[config.mk]
export PLATFORM = sky130hd
export DESIGN_NAME = dlx_exec
export DESIGN_NICKNAME = d
export VERILOG_FILES = /design/src/dlx_pkg.sv /design/src/dlx_decode.sv /design/src/dlx_exec.sv
export SDC_FILE = /design/constraint.sdc
export NUM_CORES = 1
export LEC_CHECK = 0
export BUFFER_PORTS_ARGS = -buffer_cell sky130_fd_sc_hd__buf_2
export CELL_PAD_IN_SITES_DETAIL_PLACEMENT = 2
export CELL_PAD_IN_SITES_GLOBAL_PLACEMENT = 2
export CORE_ASPECT_RATIO = 1.4
export CORE_MARGIN = 2
export CORE_UTILIZATION = 35
export CTS_CLUSTER_SIZE = 25
export DETAILED_ROUTE_END_ITERATION = 16
export GPL_ROUTABILITY_DRIVEN = 0
export PLACE_DENSITY_LB_ADDON = 0.1
export REMOVE_ABC_BUFFERS = 1
export SYNTH_ARGS = -nofsm -noshare
export SYNTH_HDL_FRONTEND = slang
export SYNTH_SLANG_ARGS = --single-unit
[constraint.sdc]
create_clock -name clk -period 4 [get_ports clk]
set_clock_uncertainty 0.05 [all_clocks]
set_input_delay 0.6 -clock clk [delete_from_list [all_inputs] [get_ports clk]]
set_output_delay 0.6 -clock clk [all_outputs]
set_load 0.01 [all_outputs]
[src/dlx_pkg.sv]
// package: opcodes, field positions, reset values for the direction-load / xor executor
package dlx_pkg;
  localparam int INSN_W = 12;
  localparam int DATA_W = 8;
  localparam int FADDR_W = 5;
  // direction-load: 0000 0000 0fff
  localparam logic [8:0] DIR_LOAD_OPC = 9'h000;
  localparam int DIR_LOAD_OPC_LSB = 3;
  localparam int PORT_SEL_W = 3;
  localparam logic [2:0] PORT_SEL_FIRST = 3'h5;
  localparam logic [2:0] PORT_SEL_LAST = 3'h7;
  localparam int NUM_PORTS = 3;
  // literal xor: 1111 kkkk kkkk
  localparam logic [3:0] LIT_XOR_OPC = 4'hF;
  localparam int LIT_XOR_OPC_LSB = 8;
  // register xor: 0001 10df ffff
  localparam logic [5:0] REG_XOR_OPC = 6'h06;
  localparam int REG_XOR_OPC_LSB = 6;
  localparam int DEST_BIT = 5;
  localparam logic DEST_WREG = 1'b0;
  // reset values; direction latches come up as all inputs
  localparam logic [7:0] WREG_RST = 8'h00;
  localparam logic [7:0] DIR_RST = 8'hFF;
  localparam logic ZERO_RST = 1'b0;
  typedef enum logic [1:0] {OP_NONE, OP_DIR_LOAD, OP_LIT_XOR, OP_REG_XOR} dlx_op_e;
endpackage
[src/dlx_decode.sv]
// instruction decoder for the three supported instructions
`timescale 1ns/1ps
module dlx_decode (
  // instruction
  input wire logic [11:0] insn,
  // decoded
  output dlx_pkg::dlx_op_e op,
  output logic [7:0] literal,
  output logic [4:0] faddr,
  output logic dest_file,
  output logic [1:0] port_idx
);
  logic [2:0] psel;
  assign psel = insn[2:0];
  assign literal = insn[7:0];
  assign faddr = insn[4:0];
  assign dest_file = insn[dlx_pkg::DEST_BIT] != dlx_pkg::DEST_WREG;
  assign port_idx = 2'(psel - dlx_pkg::PORT_SEL_FIRST);
  always_comb begin
    op = dlx_pkg::OP_NONE;
    // other port selects are not direction loads
    if (insn[11:dlx_pkg::DIR_LOAD_OPC_LSB] == dlx_pkg::DIR_LOAD_OPC &&
        psel >= dlx_pkg::PORT_SEL_FIRST && psel <= dlx_pkg::PORT_SEL_LAST) begin
      op = dlx_pkg::OP_DIR_LOAD;
    end else if (insn[11:dlx_pkg::LIT_XOR_OPC_LSB] == dlx_pkg::LIT_XOR_OPC) begin
      op = dlx_pkg::OP_LIT_XOR;
    end else if (insn[11:dlx_pkg::REG_XOR_OPC_LSB] == dlx_pkg::REG_XOR_OPC) begin
      op = dlx_pkg::OP_REG_XOR;
    end
  end
endmodule

[src/dlx_exec.sv]
// execute stage: direction load, literal xor and register xor
`timescale 1ns/1ps
// Function
// - direction-load copies working register to port 5-7
// - direction-load changes no status flag
// - literal-xor xors 8-bit literal with working register
// - literal-xor result to working register only
// - literal-xor updates only zero flag
// - register-xor xors working register with file register
// - dest 0: result to working register
// - dest 1: result to file register
// - register-xor updates only zero flag
module dlx_exec (
  // clock and reset
  input wire logic clk,
  input wire logic rst,
  // instruction, one per cycle when valid
  input wire logic insn_valid,
  input wire logic [11:0] insn,
  // file register array, combinational read
  output logic [4:0] file_raddr,
  input wire logic [7:0] file_rdata,
  // file register write
  output logic file_we,
  output logic [4:0] file_waddr,
  output logic [7:0] file_wdata,
  // working register and zero flag
  output logic [7:0] wreg,
  output logic zero_flag,
  // port direction latches
  output logic [7:0] first_port_direction,
  output logic [7:0] second_port_direction,
  output logic [7:0] third_port_direction
);
  dlx_pkg::dlx_op_e op;
  logic [7:0] literal;
  logic [4:0] faddr;
  logic dest_file;
  logic [1:0] port_idx;
  logic [7:0] wreg_q;
  logic zero_q;
  logic file_we_q;
  logic [4:0] file_waddr_q;
  logic [7:0] file_wdata_q;
  logic [7:0] dir_q [dlx_pkg::NUM_PORTS];
  logic [7:0] result_d;
  logic lit_x;
  logic reg_x;
  logic dir_x;
  logic fwd_hit;
  logic [7:0] file_opnd;

  // true when this kind of instruction executes this cycle; the update
  // logic and the checks share it so both read the decode the same way
  function automatic logic op_fires(input logic valid, input dlx_pkg::dlx_op_e seen,
    input dlx_pkg::dlx_op_e want);
    return valid && seen == want;
  endfunction

  dlx_decode u_dec (
    .insn(insn),
    .op(op),
    .literal(literal),
    .faddr(faddr),
    .dest_file(dest_file),
    .port_idx(port_idx)
  );

  ////////////////////////////////////////////////////////////////
  assign lit_x = op_fires(insn_valid, op, dlx_pkg::OP_LIT_XOR);
  assign reg_x = op_fires(insn_valid, op, dlx_pkg::OP_REG_XOR);
  assign dir_x = op_fires(insn_valid, op, dlx_pkg::OP_DIR_LOAD);
  assign file_raddr = faddr;

  // the array takes a write one edge after the xor that made it, so a read
  // of that address in the very next cycle would get the stale byte
  assign fwd_hit = file_we_q && file_waddr_q == faddr;
  assign file_opnd = fwd_hit ? file_wdata_q : file_rdata;

  // one xor serves both forms; the literal only swaps the second operand
  always_comb begin
    result_d = wreg_q ^ file_opnd;
    if (lit_x) begin
      result_d = wreg_q ^ literal;
    end
  end

  // working register
  always_ff @(posedge clk or posedge rst) begin
    if (rst) begin
      wreg_q <= dlx_pkg::WREG_RST;
    end else if (lit_x || (reg_x && !dest_file)) begin
      wreg_q <= result_d;
    end
  end

  // zero flag; a direction load leaves it alone
  always_ff @(posedge clk or posedge rst) begin
    if (rst) begin
      zero_q <= dlx_pkg::ZERO_RST;
    end else if (lit_x || reg_x) begin
      zero_q <= result_d == 8'h00;
    end
  end

  // file write-back, registered so the array sees it one cycle later
  always_ff @(posedge clk or posedge rst) begin
    if (rst) begin
      file_we_q <= 1'b0;
      file_waddr_q <= 5'h00;
      file_wdata_q <= 8'h00;
    end else begin
      file_we_q <= reg_x && dest_file;
      file_waddr_q <= faddr;
      file_wdata_q <= result_d;
    end
  end

  // direction latches; select 5..7 lands on latch 0..2, decode refuses the rest
  // reset to all inputs so no pin drives before software has set it up
  for (genvar i = 0; i < dlx_pkg::NUM_PORTS; i++) begin : g_dir
    always_ff @(posedge clk or posedge rst) begin
      if (rst) begin
        dir_q[i] <= dlx_pkg::DIR_RST;
      end else if (dir_x && port_idx == 2'(i)) begin
        dir_q[i] <= wreg_q;
      end
    end
  end

  assign wreg = wreg_q;
  assign zero_flag = zero_q;
  assign file_we = file_we_q;
  assign file_waddr = file_waddr_q;
  assign file_wdata = file_wdata_q;
  assign first_port_direction = dir_q[0];
  assign second_port_direction = dir_q[1];
  assign third_port_direction = dir_q[2];
endmodule

==> out/qor.csv <==
metric,value,unit
status,"finished, final reports clean",
holdPathEnd,file_waddr[2],
grtUsageTotal,19.4,%
p_seq_share,49.3,%
crit_buf_inv,1,
worstPathArrival,2.46,ns
switchingPower,0.466,mW
use_met2,32.1,%
wire_per_inst,19.2,µm
diodes,0,
p_leak,1.29,nW
placed_area,2800,µm²
layout_common_cells,"74 x buf_2, 33 x nor2b_1, 32 x mux2_2, 24 x dfstp_2, 23 x dfrtp_1",
final_antenna_net_count,0,
fin_cells,359,
cts_sinks,47,
fp.dieH,102,µm
dp_hpwl,4.88,mm
crit_path_start_kind,input pin,
cts_tree,done,
cts.htree.levels,2,
rows,35,
crit_fanout,16,
hold_class,input pin to register,
yosys.area.top_type,dfstp_2,
p_comb_share,25.4,%
cts_root_buffer,clkbuf_8,
synthTopCellsByArea,"dfstp_2 26%, dfrtp_1 24%, mux2_2 15%",
r2r_start,file_waddr[2],
path_cells,buf_2 > nand3_1 > nor2_1 > nand3b_1 > nand4_2 > nor4_1 > a31o_1,
ctsResizeCount,0,
antenna_found_initial,0,
holdBufCountCts,0,
grt_pass1_wl,11.0,mm
cts_buffer_depth,2,
clockPowerShare,25.3,%
worstMarginPinSlew,1.21,ns
synth_cell_types,30,
crit_slowest_cell,nor2_1,
area_growth,20.3,%
avgSynthCellArea,12.2,µm²
p_int,0.891,mW
vias_per_cell,5.20,
layout.nets,289,
multi_input_area,1100,µm²
finalCritPeriodShare,57.7,%
path_class,input pin to register,
regArea,1210,µm²
dieArea,7600,µm²
powerDensity,466,nW/µm²
cap_violations,0,
dr.first_iter.drc_count,44,
relSlewSlack,18.9,%
syn_area,2420,µm²
ys_seq_elements,47,
grt_pass1_vias,2045,
ir_drop,0.214,mV
rr_endpoint,zero_flag,
fin_util,43.7,%
initial_core_util,36.4,%
post-cts-setup-buffers,0,
tns,0,ns
vias,1866,
critPathMaxStageDelay,0.94,ns
overflow,0,
setup_viol,0,
core-area,6660,µm²
met1_usage,25.5,%
nFillCells,723,
min_from,insn[2],
die_w,74.3,µm
yosys_warnings,0,
firstDrtPassIters,4,
r2r_cells,6,
cts_made_buffers,5,
grt_use_met3,4.64,%
slew_violations,0,
max_freq,433,MHz
cp_top_family,simple AND/OR/NAND/NOR gates,
required,4.15,ns
critPathCaptureType,register,
drive_gt1_share,54.7,%
rsz0062_at_grt,no,
final_common_cell,buf_2,
hold_depth,1,
clk_pin_slew,0.09,ns
final_area,2910,µm²
port_buffers,74,
worst-r2r-setup-slack,1.89,ns
synth.yosys.seq_area_share,49.8,%
clock_latency,0.31,ns
switching_share,34.3,%
grt-busiest-layer,met2,
min_period,2.31,ns
grt_max_degree,48,
wl,6.91,mm
dp_cells,351,
synthCells,198,
synth_top_area_share,26.1,%
pin_count,75,
finalPower,1.36,mW
drc,0,
hold_violations,0,
[power by group through the flow]
stage                     combinational, mW  clock (mW)  sequential (mW)
after global placement                0.337           0            0.672
after detailed placement              0.348           0            0.681
final                                 0.345       0.343            0.669
after floorplan                       0.178           0            0.668
after global routing                  0.378       0.376            0.689
after CTS                             0.352       0.359            0.673
[cell usage after synthesis]
master / number
nand4_2: 2
o2111ai_1: 9
and3b_1: 1
o21a_1: 1
buf_2: 2
or2_1: 1
a21oi_1: 1
nor4_1: 3
and4_1: 1
and2_1: 1
nand2_1: 4
nor2_2: 2
o221ai_1: 8
buf_6: 5
nand2_2: 1
nor2b_1: 33
nand4_1: 7
nor2_1: 4
mux2_2: 32
buf_4: 5
nand3b_1: 16
nor3_1: 1
a31o_1: 1
xnor2_2: 2
inv_1: 1
clkbuf_1: 1
nand3_1: 3
dfstp_2: 24
dfrtp_1: 23
xnor2_1: 3
[final cells by class]
cell class	instances	area share, %
clock buffers	7	3.70
clock inverters	1	0.172
inverters	1	0.129
multi-input cells	137	37.9
flip-flops and latches	47	41.4
well taps	92	3.96
repair buffers	74	12.7
[logic make-up (layout without fill, tap and decap cells)]
family                 Yosys count  in the layout  synth area share (%)
AO/OA/AOI/OAI                   20             20                  7.03
buffers and inverters           14             83                  4.60
flip-flops                      47             47                  49.8
XOR/XNOR                         5              5                  2.43
multiplexers                    32             32                  14.9
AND/OR/NAND/NOR                 80             80                  21.2
[state kept, by name, summed over array words and instances, names as in the netlist]
| signal | count |
|---|---|
| second_port_direction | 8 |
| zero_flag | 1 |
| file_waddr | 5 |
| file_we | 1 |
| file_wdata | 8 |
| wreg | 8 |
| first_port_direction | 8 |
| third_port_direction | 8 |
[routing by layer]
| metal | part of all wire (%) | vias up |
|---|---|---|
| li1 | - | 857 |
| met1 | 43 | 953 |
| met2 | 51 | 51 |
| met3 | 4.7 | 5 |
| met4 | 1.1 | 0 |
| met5 | 0 | - |
[worst max-delay path by stage]
stage | startpoint | end | slack, ns | cells after the start
finish | insn[11] | zero_flag | 1.69 | 7
global route | insn[11] | zero_flag | 1.47 | 7
CTS | insn[11] | zero_flag | 1.68 | 7
detailed placement | insn[11] | zero_flag | 1.36 | 7
global placement | insn[11] | zero_flag | 1.45 | 7
floorplan | insn[6] | wreg[0] | 2.00 | 5
[stage by stage]
step / hold WS, ns / setup slack (ns)
after CTS: 0.426 / 1.68
final: 0.427 / 1.69
after global placement: 0.555 / 1.45
after detailed placement: 0.541 / 1.36
after floorplan: 0.573 / 2.00
after global routing: 0.414 / 1.47
Note: power is estimated with default switching activity, not from simulation.
